**config.mk**
```make
export PLATFORM = sky130hd
export DESIGN_NAME = stage_delay_timer
export DESIGN_NICKNAME = d
export VERILOG_FILES = /design/src/hw/stage_timer_pkg.sv /design/src/hw/operate_delay_calc.sv /design/src/hw/stage_delay_timer.sv
export SDC_FILE = /design/constraint.sdc
export NUM_CORES = 2
export LEC_CHECK = 0
export BUFFER_PORTS_ARGS = -buffer_cell sky130_fd_sc_hd__buf_2
export CORE_MARGIN = 2
export CORE_UTILIZATION = 45
export DETAILED_ROUTE_END_ITERATION = 7
export SETUP_SLACK_MARGIN = 0.4
export SYNTH_ARGS = -nofsm -noshare
export SYNTH_HDL_FRONTEND = slang
export SYNTH_SLANG_ARGS = --single-unit
```
**constraint.sdc**
```tcl
create_clock -name CLK_SYS -period 19.15 [get_ports CLK_SYS]
set_clock_uncertainty 0.15 [all_clocks]
set_input_delay 3.83 -clock CLK_SYS [delete_from_list [all_inputs] [get_ports CLK_SYS]]
set_output_delay 3.83 -clock CLK_SYS [all_outputs]
set_load 0.03 [all_outputs]
```
**src/hw/stage_timer_pkg.sv**
```systemverilog
// Constants, field positions and types shared by the stage delay timer.
package stage_timer_pkg;
  localparam int CLK_PERIOD_NS   = 100;
  localparam int TICK_NS         = 1000000;
  localparam int TICK_CYCLES     = TICK_NS / CLK_PERIOD_NS;
  localparam int RELEASE_STEP_MS = 5;
  localparam int RESET_RATIO_PCT = 97;
  localparam int PCT_FULL        = 100;
  localparam int RI_A_MILLI      = 339;
  localparam int RI_B_MILLI      = 236;
  localparam int RI_SCALE        = 10000;
  localparam int RD_OFFSET_MS    = 5800;
  localparam int RD_SLOPE_Q8     = 936;
  localparam int LOG_FRAC_BITS   = 8;
  localparam int DIV_STEPS       = 48;

  localparam logic [7:0] ADR_CTRL    = 8'h00;
  localparam logic [7:0] ADR_ISET    = 8'h04;
  localparam logic [7:0] ADR_TDIAL   = 8'h08;
  localparam logic [7:0] ADR_RELEASE = 8'h0C;
  localparam logic [7:0] ADR_STATUS  = 8'h10;
  localparam logic [7:0] ADR_OPTIME  = 8'h14;
  localparam logic [7:0] ADR_DELAY   = 8'h18;
  localparam logic [7:0] ADR_INT_ST  = 8'h1C;
  localparam logic [7:0] ADR_INT_MSK = 8'h20;

  localparam int CTRL_CURVE    = 0;
  localparam int CTRL_DELAYED  = 1;
  localparam int CTRL_OPRST    = 2;
  localparam int CTRL_CONT     = 3;
  localparam int CTRL_FORCE_EN = 4;
  localparam int CTRL_FORCE_LO = 5;
  localparam int CTRL_PHASE_LO = 8;

  localparam logic [15:0] RST_CTRL    = 16'h0006;
  localparam logic [15:0] RST_ISET    = 16'h0078;
  localparam logic [15:0] RST_TDIAL   = 16'h0005;
  localparam logic [15:0] RST_RELEASE = 16'h000C;

  localparam int INT_START  = 0;
  localparam int INT_TRIP   = 1;
  localparam int INT_EXPIRE = 2;

  typedef enum logic [2:0] {
    ST_IDLE    = 3'b001,
    ST_TIMING  = 3'b010,
    ST_RELEASE = 3'b100
  } stage_state_t;

  typedef enum logic [1:0] {
    FORCE_NORMAL  = 2'h0,
    FORCE_START   = 2'h1,
    FORCE_TRIP    = 2'h2,
    FORCE_BLOCKED = 2'h3
  } force_code_t;
endpackage

```
**src/hw/operate_delay_calc.sv**
```systemverilog
// Sequential calculator of the operate delay in milliseconds for both inverse curves.
`timescale 1ns/1ps
module operate_delay_calc (
  input  wire logic        clk,
  input  wire logic        rst,
  input  wire logic        go,
  input  wire logic        curve_log,
  input  wire logic [15:0] i_meas,
  input  wire logic [15:0] i_set,
  input  wire logic [15:0] t_dial,
  output logic             busy,
  output logic             done,
  output logic [31:0]      delay_ms
);
  logic        [47:0] quo;
  logic        [32:0] rem;
  logic        [31:0] divisor;
  logic        [5:0]  steps;
  logic        [32:0] rem_sh;
  logic signed [33:0] ri_den;
  logic signed [13:0] dlog;
  logic signed [31:0] rd_ms;

  // Piecewise-linear log2 in Q5.8; the error stays below a tenth of an octave.
  function automatic logic [12:0] log2_q(input logic [31:0] x);
    logic [4:0]  p;
    logic [31:0] n;
    p = 5'h00;
    for (int i = 0; i < 32; i++)
      if (x[i])
        p = i[4:0];
    n = x << (5'h1F - p);
    return {p, n[30:23]};
  endfunction

  assign ri_den = 34'(stage_timer_pkg::RI_A_MILLI) * $signed({18'h00000, i_meas})
                - 34'(stage_timer_pkg::RI_B_MILLI) * $signed({18'h00000, i_set});
  assign dlog   = $signed({1'b0, log2_q(32'(i_meas) * 32'(stage_timer_pkg::PCT_FULL))})
                - $signed({1'b0, log2_q(32'(t_dial) * 32'(i_set))});
  assign rd_ms  = (32'sd1 <<< stage_timer_pkg::LOG_FRAC_BITS) * stage_timer_pkg::RD_OFFSET_MS
                - 32'(dlog) * stage_timer_pkg::RD_SLOPE_Q8;
  assign rem_sh = {rem[31:0], quo[47]};

  always_ff @(posedge clk or posedge rst)
  begin
    if (rst)
    begin
      busy     <= 1'b0;
      done     <= 1'b0;
      quo      <= 48'h000000000000;
      rem      <= 33'h000000000;
      divisor  <= 32'h00000000;
      steps    <= 6'h00;
      delay_ms <= 32'hFFFFFFFF;
    end
    else
    begin
      done <= 1'b0;
      if (go && !busy)
      begin
        if (curve_log)
        begin
          done <= 1'b1;
          if (t_dial == 16'h0000 || i_set == 16'h0000 || i_meas == 16'h0000)
            delay_ms <= 32'hFFFFFFFF;
          else if (rd_ms < 0)
            delay_ms <= 32'h00000000;
          else
            delay_ms <= 32'(rd_ms >>> stage_timer_pkg::LOG_FRAC_BITS);
        end
        else if (ri_den <= 0)
        begin
          done     <= 1'b1;
          delay_ms <= 32'hFFFFFFFF;
        end
        else
        begin
          busy    <= 1'b1;
          quo     <= 48'(t_dial) * 48'(i_meas) * 48'(stage_timer_pkg::RI_SCALE);
          divisor <= 32'(ri_den);
          rem     <= 33'h000000000;
          steps   <= 6'(stage_timer_pkg::DIV_STEPS);
        end
      end
      else if (busy)
      begin
        if (rem_sh >= {1'b0, divisor})
        begin
          rem <= rem_sh - {1'b0, divisor};
          quo <= {quo[46:0], 1'b1};
        end
        else
        begin
          rem <= rem_sh;
          quo <= {quo[46:0], 1'b0};
        end
        steps <= steps - 6'h01;
        // The result goes out with the last quotient bit, so a stale quotient is never reused.
        if (steps == 6'h01)
        begin
          busy <= 1'b0;
          done <= 1'b1;
          if (quo[46:31] != 16'h0000)
            delay_ms <= 32'hFFFFFFFF;
          else
            delay_ms <= {quo[30:0], rem_sh >= {1'b0, divisor}};
        end
      end
    end
  end
endmodule

```
**src/hw/stage_delay_timer.sv**
```systemverilog
// Protection stage timer: pick-up, operate delay, release handling, forcing and Wishbone registers.
//
// The address map and the Wishbone interface to the registers are this design's own decisions.
`timescale 1ns/1ps
module stage_delay_timer #(
  parameter int unsigned TICK_CYCLES = stage_timer_pkg::TICK_CYCLES
) (
  input  wire logic        CLK_SYS,
  input  wire logic        RST,
  input  wire logic [15:0] I_MEAS,
  input  wire logic [7:0]  WB_ADR_I,
  input  wire logic [31:0] WB_DAT_I,
  input  wire logic [3:0]  WB_SEL_I,
  input  wire logic        WB_WE_I,
  input  wire logic        WB_CYC_I,
  input  wire logic        WB_STB_I,
  output logic             WB_ACK_O,
  output logic [31:0]      WB_DAT_O,
  output logic             START,
  output logic             TRIP,
  output logic             BLOCKED,
  output logic [2:0]       PHASE_MASK,
  output logic             IRQ
);
  logic [15:0]                    ctrl;
  logic [15:0]                    iset;
  logic [15:0]                    tdial;
  logic [15:0]                    rel_steps;
  logic [2:0]                     int_st;
  logic [2:0]                     int_mask;
  logic [2:0]                     events;
  stage_timer_pkg::stage_state_t  state;
  stage_timer_pkg::force_code_t   force_code;
  logic                           pickup;
  logic [22:0]                    im_pct;
  logic [22:0]                    iset_pct;
  logic [13:0]                    tick_cnt;
  logic                           tick;
  logic [31:0]                    op_cnt;
  logic [18:0]                    rel_cnt;
  logic [18:0]                    release_ms;
  logic [31:0]                    delay_ms;
  logic [31:0]                    calc_ms;
  logic                           delay_ok;
  logic                           calc_go;
  logic                           calc_busy;
  logic                           calc_done;
  logic                           real_trip;
  logic                           expire;
  logic                           forcing;
  logic                           blk;
  logic                           bus_req;
  logic                           bus_wr;
  logic [31:0]                    rd_value;

  function automatic logic [15:0] merge16(input logic [15:0] old, input logic [31:0] dat,
                                          input logic [3:0] sel);
    return {sel[1] ? dat[15:8] : old[15:8], sel[0] ? dat[7:0] : old[7:0]};
  endfunction

  assign bus_req    = WB_CYC_I && WB_STB_I && !WB_ACK_O;
  assign bus_wr     = bus_req && WB_WE_I;
  assign forcing    = ctrl[stage_timer_pkg::CTRL_FORCE_EN];
  assign force_code = stage_timer_pkg::force_code_t'(ctrl[stage_timer_pkg::CTRL_FORCE_LO +: 2]);
  assign blk        = forcing && force_code == stage_timer_pkg::FORCE_BLOCKED;
  assign im_pct     = 23'(I_MEAS) * 23'(stage_timer_pkg::PCT_FULL);
  assign iset_pct   = 23'(iset) * 23'(stage_timer_pkg::RESET_RATIO_PCT);
  assign tick       = tick_cnt == 14'(TICK_CYCLES - 1);
  assign release_ms = 19'(rel_steps) * 19'(stage_timer_pkg::RELEASE_STEP_MS);
  // Trip only from the timing state, so a running count in release never trips.
  assign real_trip  = state == stage_timer_pkg::ST_TIMING && pickup && delay_ok
                      && op_cnt >= delay_ms;
  assign expire     = state == stage_timer_pkg::ST_RELEASE && !pickup && !blk
                      && rel_cnt >= release_ms;
  assign events     = {expire, real_trip && !TRIP, state != stage_timer_pkg::ST_IDLE && !START};

  // Wishbone handshake: one wait state, ack dropped in the following cycle.
  always_ff @(posedge CLK_SYS or posedge RST)
  begin
    if (RST)
    begin
      WB_ACK_O <= 1'b0;
      WB_DAT_O <= 32'h00000000;
    end
    else
    begin
      WB_ACK_O <= bus_req;
      WB_DAT_O <= bus_req && !WB_WE_I ? rd_value : 32'h00000000;
    end
  end

  always_comb
  begin
    case (WB_ADR_I)
      stage_timer_pkg::ADR_CTRL:    rd_value = {16'h0000, ctrl};
      stage_timer_pkg::ADR_ISET:    rd_value = {16'h0000, iset};
      stage_timer_pkg::ADR_TDIAL:   rd_value = {16'h0000, tdial};
      stage_timer_pkg::ADR_RELEASE: rd_value = {16'h0000, rel_steps};
      stage_timer_pkg::ADR_STATUS:  rd_value = {25'h0000000, delay_ok, state, TRIP, START, pickup};
      stage_timer_pkg::ADR_OPTIME:  rd_value = op_cnt;
      stage_timer_pkg::ADR_DELAY:   rd_value = delay_ms;
      stage_timer_pkg::ADR_INT_ST:  rd_value = {29'h00000000, int_st};
      stage_timer_pkg::ADR_INT_MSK: rd_value = {29'h00000000, int_mask};
      default:                      rd_value = 32'h00000000;
    endcase
  end

  // Settings take effect at once; the delay follows within two calculation passes.
  always_ff @(posedge CLK_SYS or posedge RST)
  begin
    if (RST)
    begin
      ctrl      <= stage_timer_pkg::RST_CTRL;
      iset      <= stage_timer_pkg::RST_ISET;
      tdial     <= stage_timer_pkg::RST_TDIAL;
      rel_steps <= stage_timer_pkg::RST_RELEASE;
    end
    else if (bus_wr)
    begin
      case (WB_ADR_I)
        stage_timer_pkg::ADR_CTRL:    ctrl      <= merge16(ctrl, WB_DAT_I, WB_SEL_I);
        stage_timer_pkg::ADR_ISET:    iset      <= merge16(iset, WB_DAT_I, WB_SEL_I);
        stage_timer_pkg::ADR_TDIAL:   tdial     <= merge16(tdial, WB_DAT_I, WB_SEL_I);
        stage_timer_pkg::ADR_RELEASE: rel_steps <= merge16(rel_steps, WB_DAT_I, WB_SEL_I);
        default:                      ctrl      <= ctrl;
      endcase
    end
  end

  // A new event in the cycle of its write-one clear stays set.
  always_ff @(posedge CLK_SYS or posedge RST)
  begin
    if (RST)
    begin
      int_st   <= 3'h0;
      int_mask <= 3'h0;
      IRQ      <= 1'b0;
    end
    else
    begin
      if (bus_wr && WB_ADR_I == stage_timer_pkg::ADR_INT_ST && WB_SEL_I[0])
        int_st <= (int_st & ~WB_DAT_I[2:0]) | events;
      else
        int_st <= int_st | events;
      if (bus_wr && WB_ADR_I == stage_timer_pkg::ADR_INT_MSK && WB_SEL_I[0])
        int_mask <= WB_DAT_I[2:0];
      IRQ <= |(int_st & int_mask);
    end
  end

  // The drop level sits at 97 percent so a current near the threshold cannot chatter.
  always_ff @(posedge CLK_SYS or posedge RST)
  begin
    if (RST)
      pickup <= 1'b0;
    else if (I_MEAS > iset)
      pickup <= 1'b1;
    else if (im_pct < iset_pct)
      pickup <= 1'b0;
  end

  always_ff @(posedge CLK_SYS or posedge RST)
  begin
    if (RST)
      tick_cnt <= 14'h0000;
    else if (tick)
      tick_cnt <= 14'h0000;
    else
      tick_cnt <= tick_cnt + 14'h0001;
  end

  // The calculator reruns back to back, so the delay trails the current by some microseconds.
  always_ff @(posedge CLK_SYS or posedge RST)
  begin
    if (RST)
    begin
      calc_go  <= 1'b0;
      delay_ok <= 1'b0;
      delay_ms <= 32'hFFFFFFFF;
    end
    else
    begin
      calc_go <= !calc_busy && !calc_go;
      if (calc_done)
      begin
        delay_ok <= 1'b1;
        delay_ms <= calc_ms;
      end
    end
  end

  operate_delay_calc calc (
    .clk       (CLK_SYS),
    .rst       (RST),
    .go        (calc_go),
    .curve_log (ctrl[stage_timer_pkg::CTRL_CURVE]),
    .i_meas    (I_MEAS),
    .i_set     (iset),
    .t_dial    (tdial),
    .busy      (calc_busy),
    .done      (calc_done),
    .delay_ms  (calc_ms)
  );

  always_ff @(posedge CLK_SYS or posedge RST)
  begin
    if (RST)
    begin
      state   <= stage_timer_pkg::ST_IDLE;
      op_cnt  <= 32'h00000000;
      rel_cnt <= 19'h00000;
    end
    else if (blk)
    begin
      state   <= stage_timer_pkg::ST_IDLE;
      op_cnt  <= 32'h00000000;
      rel_cnt <= 19'h00000;
    end
    else
    begin
      case (state)
        stage_timer_pkg::ST_IDLE:
        begin
          op_cnt <= 32'h00000000;
          if (pickup)
            state <= stage_timer_pkg::ST_TIMING;
        end
        stage_timer_pkg::ST_TIMING:
        begin
          if (!pickup && ctrl[stage_timer_pkg::CTRL_DELAYED])
          begin
            state   <= stage_timer_pkg::ST_RELEASE;
            rel_cnt <= 19'h00000;
            if (!ctrl[stage_timer_pkg::CTRL_OPRST])
              op_cnt <= 32'h00000000;
          end
          else if (!pickup)
          begin
            state  <= stage_timer_pkg::ST_IDLE;
            op_cnt <= 32'h00000000;
          end
          else if (tick && op_cnt != 32'hFFFFFFFF)
            op_cnt <= op_cnt + 32'h00000001;
        end
        stage_timer_pkg::ST_RELEASE:
        begin
          if (pickup)
            state <= stage_timer_pkg::ST_TIMING;
          else if (expire)
          begin
            state  <= stage_timer_pkg::ST_IDLE;
            op_cnt <= 32'h00000000;
          end
          else if (tick)
          begin
            rel_cnt <= rel_cnt + 19'h00001;
            // Without continuation the count is left as it stood at the drop.
            if (ctrl[stage_timer_pkg::CTRL_CONT] && op_cnt != 32'hFFFFFFFF)
              op_cnt <= op_cnt + 32'h00000001;
          end
        end
        default:
        begin
          state  <= stage_timer_pkg::ST_IDLE;
          op_cnt <= 32'h00000000;
        end
      endcase
    end
  end

  // Forced START and TRIP are ORed with the measured ones; blocking overrides both; a forced phase mask replaces the measured one.
  always_ff @(posedge CLK_SYS or posedge RST)
  begin
    if (RST)
    begin
      START      <= 1'b0;
      TRIP       <= 1'b0;
      BLOCKED    <= 1'b0;
      PHASE_MASK <= 3'h0;
    end
    else
    begin
      START   <= !blk && (state != stage_timer_pkg::ST_IDLE || (forcing && (force_code ==
                 stage_timer_pkg::FORCE_START || force_code == stage_timer_pkg::FORCE_TRIP)));
      TRIP    <= !blk && (real_trip || (forcing
                 && force_code == stage_timer_pkg::FORCE_TRIP));
      BLOCKED <= blk;
      if (forcing && force_code != stage_timer_pkg::FORCE_NORMAL)
        PHASE_MASK <= ctrl[stage_timer_pkg::CTRL_PHASE_LO +: 3];
      else
        PHASE_MASK <= {3{state != stage_timer_pkg::ST_IDLE}};
    end
  end
endmodule

```
==> qor.yml <==
synthFlopType: "dfrtp_1"
grt_remaining_overflow: 0
violations: "DRC"
antenna_left: 0
critPathKind: "reg2reg"
synth_warnings: 0
final_hold_viol_count: 0
drt-vias-per-instance: 5.537
firstDrtPassIters: 8
setup_viol: 0
die-height_um: 361.7
cts-root-buf: "clkbuf_16"
nNetsFinal: 8057
drc: 3
hold_path_end: "calc_go"
reg2reg_depth: 54
synth-edff-count: 0
clk-insertion-delay-late_ps: 620
hold_path_depth: 1
drt_iter0_markers: 2965
holdWs_ps: 301.0
synthCells: 6631
slew_headroom_pct: 26.97
cts.path.max_buffers: 3
grt_first_pass_wirelength_um: 252300
synth.avg_cell_area_um2: 8.683
hold_start: "calc_go"
dr_wl_met2_um: 74810
fin_crit_ps: 17070
met3_length_um: 6698
ctsResizeCount: 0
rows: 131
cts_buffers: 41
final-seq-area_um2: 9229
wl_per_cell_um: 18.74
core_area_um2: 127200
postCtsSetupRepairBufs: 0
worst_pin_slew_ps: 1095
path_delay_family: "adder cells"
start_util_pct: 45.27
synth_top_cell_area_share_pct: 21.17
routed.top_layer: "met4"
met1_length_um: 69070
dpl.hpwl_um: 124500
multiInputGateArea_um2: 42910
num-fill-cells: 12380
synth-seq-cells: 365
clkSinkCount: 365
antenna_found_initial: 3
cp_max_fo: 33
fmax_ghz: 0.05859
ctsHoldBuffers: 0
async_reset_ff_share_pct: 100.0
maxSlewViolCount: 0
die-area_um2: 130800
ys_seq_area_share_pct: 16.03
path_clk_slew_ps: 60
setup_tns_ps: 0
max_cap_viol_count: 0
grt_max_degree: 91
synth_nets: 8100
synth_cell_types: 101
fin_crit_sh_pct: 89.13
routed_wirelength_um: 155300
critical_path_required_ps: 19550
place_congestion: 0.9062
synthTopCellsByArea: "fa_1 (21%), ha_1 (17%), dfrtp_1 (13%)"
slowest_delay_ps: 980
yosysTopAreaCell: "fa_1"
outcome: "complete, but fails checks"
rr_startpoint: "tdial[6]"
start_kind: "flop"
syn_area_um2: 57580
hp-class: "reg2reg"
grt_use_total_pct: 23.99
area_delta_synth_final_pct: 6.265
cp_slowest_cell: "dfrtp_1"
num_vias: 45870
critical_path_buf_inv_count: 7
port_buffers: 86
ff2ff_setup_slack_ps: 2080
cts_tree: "yes"
fin_util_pct: 48.10
io_pins: 105
grt_pass1_vias: 46510
arrival_ps: 17470
drive_above_1_share_pct: 7.130
rsz0062_at_grt: "false"
critPathMostFrequentCell: "fa_1"
cts.htree.levels: 2
cp-end-kind: "flop"
die_w_um: 361.7
timing.rr.end: "calc.delay_ms[0]"
metal layers:
| metal | track usage [%] | vias up |
|---|---|---|
| li1 | - | 21770 |
| met1 | 31.91 | 22820 |
| met2 | 41.58 | 1069 |
| met3 | 1.981 | 211 |
| met4 | 7.075 | 0 |
| met5 | 0 | - |
how the worst max path moves through the flow:
stage	startpoint	end	cells past startpoint
global placement	I_MEAS[3]	calc.delay_ms[0]	57
floorplan	I_MEAS[2]	calc.delay_ms[1]	56
detailed placement	I_MEAS[6]	calc.delay_ms[0]	54
CTS	tdial[6]	calc.delay_ms[0]	54
global route	iset[6]	calc.delay_ms[20]	61
finish	tdial[6]	calc.delay_ms[0]	54
state kept, by name (all words and copies together), names as in the netlist, 3 cells and up:
register and count:
delay_ms 32, PHASE_MASK 3, int_mask 3, rel_steps 16, ctrl 16, state 3, calc.quo 48, tick_cnt 14
WB_DAT_O 32, calc.rem 32, calc.steps 6, calc.delay_ms 32, tdial 16, calc.divisor 32, int_st 3, rel_cnt 19
iset 16, op_cnt 32
kinds of logic after synthesis:
group	Yosys count	synth area share, %
AO/OA/AOI/OAI	1238	14.04
XOR/XNOR	270	4.120
adder cells (fa/ha/maj)	1404	38.45
buffers and inverters	1445	9.514
flip-flops	365	16.03
multiplexers	161	3.097
other	1	0.006513
AND/OR/NAND/NOR	1747	14.74
worst register-to-register path: cells and delay by family (launching register included):
| family | cells | cell delay (ps) |
|---|---|---|
| DFF | 1 | 980 |
| and+or+nand+nor | 7 | 2690 |
| xor gates and xnor gates | 2 | 480 |
| buffers and inverters | 7 | 1250 |
| AOI/OAI and AO/OA | 24 | 5340 |
| adders and majority gates | 13 | 5660 |
| muxes | 1 | 450 |
synth_stat cells (12+ instances only):
cell and count:
nand4_1 39, nor3_1 92, buf_1 13, fa_1 609
o21a_1 58, or3_1 42, or2_2 21, nand2b_1 57
a2111oi_0 15, dfrtp_1 290, nor2_1 326, a21oi_1 286
o21ai_1 21, xnor2_1 167, nand3_1 82, clkbuf_1 213
a31oi_1 46, o211ai_1 51, a222oi_1 12, o21bai_1 26
o31ai_1 23, nor2b_1 51, nor4_1 24, a21boi_0 19
ha_1 795, a211o_1 28, o21ai_0 310, nand2_1 601
and2_1 305, a21o_1 98, buf_2 22, mux2_2 101
and3_1 59, a211oi_1 36, a22oi_1 49, a22o_1 27
mux2i_1 56, dfstp_2 75, inv_1 1185, xor2_1 102
cell usage in the layout, fill, tap and decap left out, types with 101 or more instances in the layout:
cell / n
a21oi_1: 285
xnor2_1: 167
dfrtp_1: 289
mux2_2: 101
inv_1: 1184
and2_1: 305
ha_1: 795
fa_1: 609
nand2_1: 601
o21ai_0: 310
nor2_1: 324
xor2_1: 102
layout make-up:
type | count | share of cell area (%)
Multi-Input combinational cell | 4821 | 70.14
Sequential cell | 365 | 15.08
Inverter | 1193 | 7.331
Tap cell | 1662 | 3.399
Clock buffer | 57 | 1.939
Timing Repair Buffer | 166 | 1.685
Clock inverter | 18 | 0.4192
Antenna cell | 2 | 0.008180
metrics by stage:
stage	cell area, µm²	instances	setup slack, ps
after global routing	61180	8283	938.2
final	61180	8284	2082
after global placement	59740	8207	1670
after CTS	61180	8282	2126
after floorplan	57580	6631	3031
after detailed placement	59740	8207	1617
Power is left out: the tool's default activity adds up to more than one toggle a clock period on the data nets, which glitch-free logic cannot reach.
